## src/design/scc_cfg.svh

```systemverilog
// Register map, field codes and limits, reset values and timing counts of the clock control
`ifndef SCC_CFG_SVH
`define SCC_CFG_SVH

`define SCC_ADDR_W 8
`define SCC_OFS_DIV 8'h00
`define SCC_OFS_SRC 8'h04
`define SCC_OFS_RUN 8'h08
`define SCC_OFS_SUBOSC 8'h0c
`define SCC_OFS_CKOUT 8'h10
`define SCC_OFS_SUBSYS 8'h14
`define SCC_OFS_PMODE 8'h18
`define SCC_OFS_SPMODE 8'h1c
`define SCC_OFS_STATUS 8'h20

`define SCC_SRC_HIGH 3'h0
`define SCC_SRC_MID 3'h1
`define SCC_SRC_LOW 3'h2
`define SCC_SRC_EXT 3'h3
`define SCC_SRC_SUB 3'h4
`define SCC_SRC_MAX 3'h4
`define SCC_BUS_DIV_MAX 3'h6
`define SCC_MARGIN_MAX 2'h2
`define SCC_NUM_SRC 5

`define SCC_RST_CORE_DIV 3'h0
`define SCC_RST_PERIPH_DIV 3'h0
`define SCC_RST_SRC 3'h0
`define SCC_RST_RUN 5'h01
`define SCC_RST_DRIVE 2'h0
`define SCC_RST_MARGIN 2'h0
`define SCC_RST_CKOUT_SRC 3'h0
`define SCC_RST_CKOUT_DIV 3'h0
`define SCC_RST_CKOUT_EN 1'h0
`define SCC_RST_SUBSYS 1'h0
`define SCC_RST_PMODE 1'h0

`define SCC_CLK_HZ 25000000
`define SCC_ACT_TIMEOUT_NS 80000
`define SCC_ACT_CYCLES ((`SCC_ACT_TIMEOUT_NS * (`SCC_CLK_HZ / 1000000)) / 1000)
`define SCC_RESP_OK 2'h0
`define SCC_RESP_ERR 2'h2

`endif

```

## src/design/scc_pkg.sv

```systemverilog
// Types shared by the clock control design files
package scc_pkg;
    typedef logic [2:0] scc_code_t;
    typedef enum logic {scc_sw_idle, scc_sw_wait} scc_sw_e;
endpackage

```

## src/design/scc_divider.sv

```systemverilog
// Power-of-two clock divider driven by a sampled source level
module scc_divider (
    // Clock and reset
    input wire logic clk_in,
    input wire logic rst_n_in,
    // Source and ratio code
    input wire logic src_in,
    input wire logic [2:0] code_in,
    // Divided clock
    output logic div_out
);
    logic src_q;
    logic [6:0] cnt;
    logic next_div;
    wire rise = src_in && !src_q;

    // Bit n-1 of a rising-edge counter toggles every 2^(n-1) edges
    assign next_div = (code_in == 3'h0) ? src_in : cnt[code_in - 3'h1];

    always_ff @(posedge clk_in or negedge rst_n_in) begin
        if (!rst_n_in) begin
            src_q <= 1'b0;
            cnt <= 7'h00;
            div_out <= 1'b0;
        end else begin
            src_q <= src_in;
            if (rise) begin
                cnt <= cnt + 7'h01;
            end
            div_out <= next_div;
        end
    end
endmodule // scc_divider

```

## src/design/scc_top.sv

```systemverilog
// System clock control: source run control, glitch-free source switch, dividers, clock out
//
// Contract
// - The core system clock is the selected source divided by 1,2,4,8,16,32,64 for codes 0-6.
// - Peripheral bus clock B uses its own 3-bit divider field with the same code mapping.
// - System source select 0..4 picks high, middle, low oscillator, external input, sub-clock.
// - Each clock source has its own run bit: 0 stops it and 1 lets it operate.
// - Sub-clock drive mode field: 0 normal, 1 to 3 low power modes 1 to 3.
// - Sub-clock margin: 0 normal current, 1 lower-margin check, 2 upper-margin check.
// - Clock out source select uses the same 0..4 encoding as the system source select.
// - Clock out divider codes 0-7 give ratios 1/1 up to 1/128 in powers of two.
// - The divided clock reaches the clock out pin only while the enable bit is 1.
// - Subsystem clock comes from the sub-clock oscillator at 0, low oscillator at 1.
// - Power mode 0 high, 1 middle, 2 sub-osc, 3 low speed, held in two control registers.
`include "scc_cfg.svh"

module scc_top (
    // Clock and reset
    input wire logic clk_in,
    input wire logic rstn_in,
    // AXI4-Lite write address and data
    input wire logic [7:0] s_axi_awaddr_in,
    input wire logic s_axi_awvalid_in,
    output logic s_axi_awready_out,
    input wire logic [31:0] s_axi_wdata_in,
    input wire logic [3:0] s_axi_wstrb_in,
    input wire logic s_axi_wvalid_in,
    output logic s_axi_wready_out,
    // AXI4-Lite write response
    output logic [1:0] s_axi_bresp_out,
    output logic s_axi_bvalid_out,
    input wire logic s_axi_bready_in,
    // AXI4-Lite read
    input wire logic [7:0] s_axi_araddr_in,
    input wire logic s_axi_arvalid_in,
    output logic s_axi_arready_out,
    output logic [31:0] s_axi_rdata_out,
    output logic [1:0] s_axi_rresp_out,
    output logic s_axi_rvalid_out,
    input wire logic s_axi_rready_in,
    // Oscillator outputs, sampled here
    input wire logic high_speed_osc_in,
    input wire logic mid_speed_osc_in,
    input wire logic low_speed_osc_in,
    input wire logic external_clock_in_in,
    input wire logic sub_clock_osc_in,
    // Oscillator controls
    output logic [4:0] osc_run_out,
    output logic [1:0] subosc_drive_mode_out,
    output logic [1:0] subosc_margin_check_out,
    output logic [1:0] power_mode_out,
    // Generated clocks
    output logic core_system_clock_out,
    output logic periph_bus_clock_b_out,
    output logic subsystem_clock_out,
    output logic clock_out_pin_out,
    output logic clock_out_oe_out
);
    logic [1:0] rst_q;
    wire rst_n = rst_q[1];

    // Bus state
    logic aw_have;
    logic w_have;
    logic [7:0] aw_addr;
    logic [31:0] w_data;
    logic [3:0] w_strb;
    logic [1:0] bresp;
    logic [31:0] rdata;
    logic [1:0] rresp;

    // Configuration
    logic [2:0] core_clock_divider_field;
    logic [2:0] periph_b_divider_field;
    logic [2:0] system_source_select;
    logic [4:0] run_control;
    logic [1:0] subosc_drive_mode;
    logic [1:0] subosc_margin_check;
    logic [2:0] clock_out_source_select;
    logic [2:0] clock_out_divider;
    logic clock_out_enable_bit;
    logic subsystem_clock_select;
    logic power_mode_control;
    logic sub_power_mode_control;

    // Source sampling and switch
    logic [4:0] osc_s1;
    logic [4:0] osc_s2;
    logic [4:0] osc_s3;
    logic [4:0] osc_lvl;
    logic [4:0] osc_lvl_d;
    logic [4:0] osc_alive;
    scc_pkg::scc_code_t cur_src;
    scc_pkg::scc_sw_e sw_state;
    logic sys_lvl;
    logic ckout_div;

    wire [4:0] osc_raw = {sub_clock_osc_in, external_clock_in_in, low_speed_osc_in,
                          mid_speed_osc_in, high_speed_osc_in};
    wire [4:0] running = osc_alive & run_control;

    always_ff @(posedge clk_in or negedge rstn_in) begin
        if (!rstn_in) begin
            rst_q <= 2'h0;
        end else begin
            rst_q <= {rst_q[0], 1'b1};
        end
    end

    // Write decode
    wire wr_do = aw_have && w_have && !s_axi_bvalid_out;
    wire wr_b0 = wr_do && w_strb[0];
    wire wr_div = wr_b0 && (aw_addr == `SCC_OFS_DIV);
    wire wr_src = wr_b0 && (aw_addr == `SCC_OFS_SRC);
    wire wr_run = wr_b0 && (aw_addr == `SCC_OFS_RUN);
    wire wr_subosc = wr_b0 && (aw_addr == `SCC_OFS_SUBOSC);
    wire wr_ckout = wr_b0 && (aw_addr == `SCC_OFS_CKOUT);
    wire wr_subsys = wr_b0 && (aw_addr == `SCC_OFS_SUBSYS);
    wire wr_pmode = wr_b0 && (aw_addr == `SCC_OFS_PMODE);
    wire wr_spmode = wr_b0 && (aw_addr == `SCC_OFS_SPMODE);
    wire wr_mapped = (aw_addr == `SCC_OFS_DIV) || (aw_addr == `SCC_OFS_SRC) ||
                     (aw_addr == `SCC_OFS_RUN) || (aw_addr == `SCC_OFS_SUBOSC) ||
                     (aw_addr == `SCC_OFS_CKOUT) || (aw_addr == `SCC_OFS_SUBSYS) ||
                     (aw_addr == `SCC_OFS_PMODE) || (aw_addr == `SCC_OFS_SPMODE) ||
                     (aw_addr == `SCC_OFS_STATUS);
    // Field validity; reserved codes leave the field as it was
    wire core_ok = w_data[2:0] <= `SCC_BUS_DIV_MAX;
    wire periph_ok = w_data[6:4] <= `SCC_BUS_DIV_MAX;
    wire src_ok = w_data[2:0] <= `SCC_SRC_MAX;
    wire margin_ok = w_data[5:4] <= `SCC_MARGIN_MAX;
    wire cko_src_ok = w_data[2:0] <= `SCC_SRC_MAX;

    logic bvld;
    assign s_axi_awready_out = !aw_have;
    assign s_axi_wready_out = !w_have;
    assign s_axi_bvalid_out = (bresp != 2'h3) && bvld;
    assign s_axi_bresp_out = bresp;

    always_ff @(posedge clk_in or negedge rst_n) begin
        if (!rst_n) begin
            aw_have <= 1'b0;
            w_have <= 1'b0;
            aw_addr <= 8'h00;
            w_data <= 32'h0;
            w_strb <= 4'h0;
            bvld <= 1'b0;
            bresp <= `SCC_RESP_OK;
        end else begin
            if (s_axi_awvalid_in && !aw_have) begin
                aw_have <= 1'b1;
                aw_addr <= {s_axi_awaddr_in[7:2], 2'h0};
            end else if (wr_do) begin
                aw_have <= 1'b0;
            end
            if (s_axi_wvalid_in && !w_have) begin
                w_have <= 1'b1;
                w_data <= s_axi_wdata_in;
                w_strb <= s_axi_wstrb_in;
            end else if (wr_do) begin
                w_have <= 1'b0;
            end
            if (wr_do) begin
                bvld <= 1'b1;
                bresp <= wr_mapped ? `SCC_RESP_OK : `SCC_RESP_ERR;
            end else if (s_axi_bready_in) begin
                bvld <= 1'b0;
            end
        end
    end

    // Configuration registers
    always_ff @(posedge clk_in or negedge rst_n) begin
        if (!rst_n) begin
            core_clock_divider_field <= `SCC_RST_CORE_DIV;
            periph_b_divider_field <= `SCC_RST_PERIPH_DIV;
            system_source_select <= `SCC_RST_SRC;
            run_control <= `SCC_RST_RUN;
            subosc_drive_mode <= `SCC_RST_DRIVE;
            subosc_margin_check <= `SCC_RST_MARGIN;
            clock_out_source_select <= `SCC_RST_CKOUT_SRC;
            clock_out_divider <= `SCC_RST_CKOUT_DIV;
            clock_out_enable_bit <= `SCC_RST_CKOUT_EN;
            subsystem_clock_select <= `SCC_RST_SUBSYS;
            power_mode_control <= `SCC_RST_PMODE;
            sub_power_mode_control <= `SCC_RST_PMODE;
        end else begin
            if (wr_div && core_ok) core_clock_divider_field <= w_data[2:0];
            if (wr_div && periph_ok) periph_b_divider_field <= w_data[6:4];
            if (wr_src && src_ok) system_source_select <= w_data[2:0];
            if (wr_run) run_control <= w_data[4:0];
            if (wr_subosc) subosc_drive_mode <= w_data[1:0];
            if (wr_subosc && margin_ok) subosc_margin_check <= w_data[5:4];
            if (wr_ckout && cko_src_ok) clock_out_source_select <= w_data[2:0];
            if (wr_ckout) clock_out_divider <= w_data[6:4];
            if (wr_ckout) clock_out_enable_bit <= w_data[7];
            if (wr_subsys) subsystem_clock_select <= w_data[0];
            if (wr_pmode) power_mode_control <= w_data[0];
            if (wr_spmode) sub_power_mode_control <= w_data[0];
        end
    end

    // Read path: one cycle from address to data
    wire [31:0] status_word = {21'h0, cur_src, sw_state == scc_pkg::scc_sw_wait, 2'h0, running};
    wire [7:0] ar_addr = {s_axi_araddr_in[7:2], 2'h0};
    wire ar_mapped = (ar_addr <= `SCC_OFS_STATUS);
    wire [31:0] rd_word =
        (ar_addr == `SCC_OFS_DIV) ? {25'h0, periph_b_divider_field, 1'b0,
                                     core_clock_divider_field} :
        (ar_addr == `SCC_OFS_SRC) ? {29'h0, system_source_select} :
        (ar_addr == `SCC_OFS_RUN) ? {27'h0, run_control} :
        (ar_addr == `SCC_OFS_SUBOSC) ? {26'h0, subosc_margin_check, 2'h0,
                                        subosc_drive_mode} :
        (ar_addr == `SCC_OFS_CKOUT) ? {24'h0, clock_out_enable_bit, clock_out_divider,
                                       1'b0, clock_out_source_select} :
        (ar_addr == `SCC_OFS_SUBSYS) ? {31'h0, subsystem_clock_select} :
        (ar_addr == `SCC_OFS_PMODE) ? {31'h0, power_mode_control} :
        (ar_addr == `SCC_OFS_SPMODE) ? {31'h0, sub_power_mode_control} :
        (ar_addr == `SCC_OFS_STATUS) ? status_word : 32'h0;
    logic rvld;
    assign s_axi_arready_out = !rvld;
    assign s_axi_rvalid_out = rvld;
    assign s_axi_rdata_out = rdata;
    assign s_axi_rresp_out = rresp;

    always_ff @(posedge clk_in or negedge rst_n) begin
        if (!rst_n) begin
            rvld <= 1'b0;
            rdata <= 32'h0;
            rresp <= `SCC_RESP_OK;
        end else if (s_axi_arvalid_in && !rvld) begin
            rvld <= 1'b1;
            rdata <= rd_word;
            rresp <= ar_mapped ? `SCC_RESP_OK : `SCC_RESP_ERR;
        end else if (s_axi_rready_in) begin
            rvld <= 1'b0;
        end
    end

    // Three-stage sampling; a level changes only when stages two and three agree
    always_ff @(posedge clk_in or negedge rst_n) begin
        if (!rst_n) begin
            osc_s1 <= 5'h0;
            osc_s2 <= 5'h0;
            osc_s3 <= 5'h0;
            osc_lvl <= 5'h0;
            osc_lvl_d <= 5'h0;
        end else begin
            osc_s1 <= osc_raw;
            osc_s2 <= osc_s1;
            osc_s3 <= osc_s2;
            osc_lvl <= (osc_s2 & osc_s3) | (osc_lvl & (osc_s2 | osc_s3));
            osc_lvl_d <= osc_lvl;
        end
    end

    // A source counts as alive while it toggled within the activity window
    genvar gi;
    generate
        for (gi = 0; gi < `SCC_NUM_SRC; gi++) begin : g_act
            logic [11:0] act_cnt;
            always_ff @(posedge clk_in or negedge rst_n) begin
                if (!rst_n) begin
                    act_cnt <= 12'(`SCC_ACT_CYCLES);
                end else if (osc_lvl[gi] != osc_lvl_d[gi]) begin
                    act_cnt <= 12'h000;
                end else if (act_cnt != 12'(`SCC_ACT_CYCLES)) begin
                    act_cnt <= act_cnt + 12'h001;
                end
            end
            assign osc_alive[gi] = act_cnt != 12'(`SCC_ACT_CYCLES);
        end
    endgenerate

    // Change over while both old and new levels are low, so no runt pulse escapes
    wire cur_low = !osc_lvl[cur_src] || !running[cur_src];
    wire can_switch = running[system_source_select] && !osc_lvl[system_source_select] &&
                      cur_low;
    always_ff @(posedge clk_in or negedge rst_n) begin
        if (!rst_n) begin
            sw_state <= scc_pkg::scc_sw_idle;
            cur_src <= `SCC_RST_SRC;
        end else begin
            unique case (sw_state)
                scc_pkg::scc_sw_idle: begin
                    if (system_source_select != cur_src) sw_state <= scc_pkg::scc_sw_wait;
                end
                scc_pkg::scc_sw_wait: begin
                    if (system_source_select == cur_src) begin
                        sw_state <= scc_pkg::scc_sw_idle;
                    end else if (can_switch) begin
                        cur_src <= system_source_select;
                        sw_state <= scc_pkg::scc_sw_idle;
                    end
                end
            endcase
        end
    end

    assign sys_lvl = osc_lvl[cur_src] && run_control[cur_src];

    scc_divider u_core_div (
        .clk_in(clk_in),
        .rst_n_in(rst_n),
        .src_in(sys_lvl),
        .code_in(core_clock_divider_field),
        .div_out(core_system_clock_out)
    );
    scc_divider u_periph_div (
        .clk_in(clk_in),
        .rst_n_in(rst_n),
        .src_in(sys_lvl),
        .code_in(periph_b_divider_field),
        .div_out(periph_bus_clock_b_out)
    );
    scc_divider u_ckout_div (
        .clk_in(clk_in),
        .rst_n_in(rst_n),
        .src_in(osc_lvl[clock_out_source_select] && run_control[clock_out_source_select]),
        .code_in(clock_out_divider),
        .div_out(ckout_div)
    );

    always_ff @(posedge clk_in or negedge rst_n) begin
        if (!rst_n) begin
            subsystem_clock_out <= 1'b0;
        end else begin
            subsystem_clock_out <= subsystem_clock_select ? osc_lvl[`SCC_SRC_LOW] :
                                   osc_lvl[`SCC_SRC_SUB];
        end
    end

    assign clock_out_pin_out = clock_out_enable_bit && ckout_div;
    assign clock_out_oe_out = clock_out_enable_bit;
    assign osc_run_out = run_control;
    assign subosc_drive_mode_out = subosc_drive_mode;
    assign subosc_margin_check_out = subosc_margin_check;
    assign power_mode_out = {sub_power_mode_control, power_mode_control};
endmodule // scc_top

```

## config.mk

```make
export PLATFORM = sky130hd
export DESIGN_NAME = scc_top
export DESIGN_NICKNAME = d
export VERILOG_FILES = /design/src/design/scc_pkg.sv /design/src/design/scc_divider.sv /design/src/design/scc_top.sv
export VERILOG_INCLUDE_DIRS = /design/src /design/src/design
export SDC_FILE = /design/constraint.sdc
export NUM_CORES = 1
export LEC_CHECK = 0
export BUFFER_PORTS_ARGS = -buffer_cell sky130_fd_sc_hd__buf_2
export CORE_MARGIN = 2
export CORE_UTILIZATION = 44
export CTS_CLUSTER_DIAMETER = 200
export DETAILED_ROUTE_END_ITERATION = 8
export PLACE_DENSITY = 0.72
export SLEW_MARGIN = 30
export SYNTH_ARGS = -nofsm -noshare
export SYNTH_HDL_FRONTEND = slang
export SYNTH_SLANG_ARGS = --single-unit
```

## constraint.sdc

```tcl
create_clock -name clk_in -period 5.1 [get_ports clk_in]
set_input_delay 1.53 -clock clk_in [delete_from_list [all_inputs] [get_ports clk_in]]
set_output_delay 1.53 -clock clk_in [all_outputs]
set_load 0.01 [all_outputs]
```

==> impl_metrics.env <==
export IMPL_hold_path_class="reg2async"
export IMPL_synthXorXnorAreaFrac=0.07232
export IMPL_cts_resized=0
export IMPL_grt_max_degree=106
export IMPL_synth_seq_cells=178
export IMPL_drc=0
export IMPL_slew_viol_final=0
export IMPL_ctsRootBufferMaster="clkbuf_16"
export IMPL_via_count=5990
export IMPL_synthCells=808
export IMPL_gp_congestion=0.8920
export IMPL_clk_latency_ns=0.44
export IMPL_leakagePower_nw=4.285
export IMPL_rsz0062_at_grt="false"
export IMPL_criticalPathCategory="in2reg"
export IMPL_max_slew_margin=0.3977
export IMPL_cp_end_kind="flop"
export IMPL_cts_clk_slew_worst_paths_ns=0.07
export IMPL_fin_area_sq_mm=0.009844
export IMPL_async_flop_share=1.000
export IMPL_setup_tns_ns=0
export IMPL_dpl_cell_area_sq_mm=0.009171
export IMPL_synthAdderAreaFrac=0.03300
export IMPL_grt_pass1_wl_mm=28.79
export IMPL_cts_tree="built"
export IMPL_postRouteAntennaNets=0
export IMPL_wl_mm=17.40
export IMPL_cp_start_kind="input pin"
export IMPL_nets=951
export IMPL_final_common_cell="dfrtp_1"
export IMPL_dp_hpwl_mm=12.01
export IMPL_cts_setup_buffers=0
export IMPL_yosysSeqAreaShare=0.5153
export IMPL_cts_max_level=4
export IMPL_cp_max_fo=10
export IMPL_fin_skew_ns=0.01005
export IMPL_tightest_slew_ns=0.9004
export IMPL_start_util=0.4480
export IMPL_port_buffers=66
export IMPL_ctsHoldBuffers=0
export IMPL_clk_path_buf_depth=2
export IMPL_die_area_sq_mm=0.02096
export IMPL_cts_buffers_inserted=17
export IMPL_outcome="complete, no violations"
export IMPL_min_period_over_period=0.5589
export IMPL_final_hold_viol_count=0
export IMPL_cp_arrival_ns=3.12
export IMPL_fmax_ghz=0.3508
export IMPL_clock_sinks=178
export IMPL_grt_usage=0.1771
export IMPL_dr_first_iter_drc_count=534
export IMPL_dieWidth_microns=144.8
export IMPL_worstPathRequired_ns=5.37
export IMPL_synth_compound_area_frac=0.08380
export IMPL_final_cell_mix="dfrtp_1 (146), nor2_1 (90), buf_2 (66), nand2_1 (62)"
export IMPL_power_density_mw_per_mm2=453.7
export IMPL_die_height_microns=144.8
export IMPL_syn_area_sq_mm=0.008720
export IMPL_worstRegToRegCells=8
export IMPL_overflow=0
export IMPL_maxCapViolations=0
export IMPL_final_core_util=0.5058
export IMPL_yosys_cell_types_count=77
export IMPL_yosysWarnings=0
export IMPL_fillers=1741
export IMPL_rows=51
export IMPL_core_area_sq_mm=0.01946
export IMPL_setup_viol=0
export IMPL_peakVddDrop_mv=0.3533
export IMPL_dr_pass1_iters=5
export IMPL_fin_crit_ns=2.850
export IMPL_synth_simple_gate_area_share=0.1726
export IMPL_synth_flop_cell="dfrtp_1"
export IMPL_antenna_found_initial=0
export IMPL_drive_above_1_share=0.2202
export IMPL_wl_per_cell_microns=15.19
export IMPL_vias_per_cell=5.227
export IMPL_synthToLayoutAreaGrowth_pct=12.90
export IMPL_io_pin_count=121
export IMPL_synth_top_family_by_area="simple AND/OR/NAND/NOR gates"
export IMPL_grt_pass1_vias=5621
export IMPL_synth_edf_count=0
export IMPL_diodes=0
export IMPL_yosys_mux_area_fraction=0.07246
export IMPL_syn_area_per_cell_sq_um=10.79
-- kinds of logic after synthesis --
family | Yosys count
simple gates | 292
flops | 178
compound gates | 109
buf+inv | 80
xor+xnor | 72
mux | 51
fa+ha+maj | 24
other cells | 2
-- registers in the layout, indices dropped and copies added, names as in the netlist, 5 cells and up --
signal / cells
g_act.act_cnt: 60
s_axi_rdata_out: 11
w_data: 8
u_ckout_div.cnt: 7
u_core_div.cnt: 7
u_periph_div.cnt: 7
aw_addr: 6
osc_lvl: 5
osc_lvl_d: 5
osc_run_out: 5
osc_s1: 5
osc_s2: 5
osc_s3: 5
-- cells in the mapped netlist, types with 25 or more instances --
cell,n,share of area
a21oi_1,34,0.020
buf_4,25,0.022
dfrtp_1,147,0.42
dfstp_2,31,0.093
inv_1,31,0.013
mux2_2,35,0.045
nand2_1,62,0.027
nand3_1,36,0.021
nor2_1,90,0.039
o21ai_0,26,0.015
xnor2_1,36,0.036
xor2_1,36,0.036
-- per-layer routing --
layer	vias up	global-route usage	share of wire
met5	-	0	0
met4	0	0.05979	0.015
met3	20	0.04870	0.061
met2	163	0.2686	0.46
met1	2933	0.2461	0.46
li1	2874	-	-
-- stage by stage --
step	total power, mW	setup WS (ns)	hold slack [ns]	std cells
2_1_floorplan	2.767	2.190	0.3311	830
3_3_place_gp	3.029	1.867	0.3338	1113
3_5_place_dp	3.071	1.849	0.3371	1113
4_1_cts	4.499	2.305	0.3522	1145
5_1_grt	4.730	2.019	0.2532	1146
6_report	4.466	2.250	0.2243	1146
-- worst paths after layout --
check / start / endpoint / slack [ns]
max: s_axi_araddr_in[5] / s_axi_rdata_out[1]$_DFFE_PN0P_ / 2.25
min in group clk_in: osc_s1[1]$_DFF_PN0_ / osc_s2[1]$_DFF_PN0_ / 0.35
max in group asynchronous: rst_q[1]$_DFF_PN0_ / g_act[1].act_cnt[0]$_DFFE_PN0P_ / 4.00
max reg2reg: g_act[4].act_cnt[0]$_DFFE_PN0P_ / cur_src[1]$_DFFE_PN0P_ / 2.61
min: rst_q[1]$_DFF_PN0_ / osc_s1[0]$_DFF_PN0_ / 0.22
min reg2reg: rst_q[1]$_DFF_PN0_ / osc_s1[0]$_DFF_PN0_ / 0.22
-- power by group --
| part | switching [mW] | internal (mW) | total, mW |
|---|---|---|---|
| Combinational | 0.491 | 0.480 | 0.971 |
| Sequential | 0.395 | 1.69 | 2.09 |
| Clock | 0.569 | 0.841 | 1.41 |
-- worst max-delay path, stage by stage --
cell	delay, ns
buf_2	0.12
nor3_2	0.53
nand2b_1	0.23
nor3_1	0.42
nand3_1	0.12
o21ai_0	0.11
a31oi_1	0.06
-- layout make-up --
| type | count | area, sq um | area share |
|---|---|---|---|
| Tap cell | 265 | 331.6 | 0.03368 |
| Inverter | 31 | 116.4 | 0.01182 |
| Clock inverter | 14 | 198.9 | 0.02021 |
| Clock buffer | 18 | 439.2 | 0.04461 |
| Timing Repair Buffer | 68 | 377.9 | 0.03838 |
| Multi-Input combinational cell | 572 | 3884 | 0.3945 |
| Sequential cell | 178 | 4497 | 0.4568 |
Power figures use the tool's default switching activity.
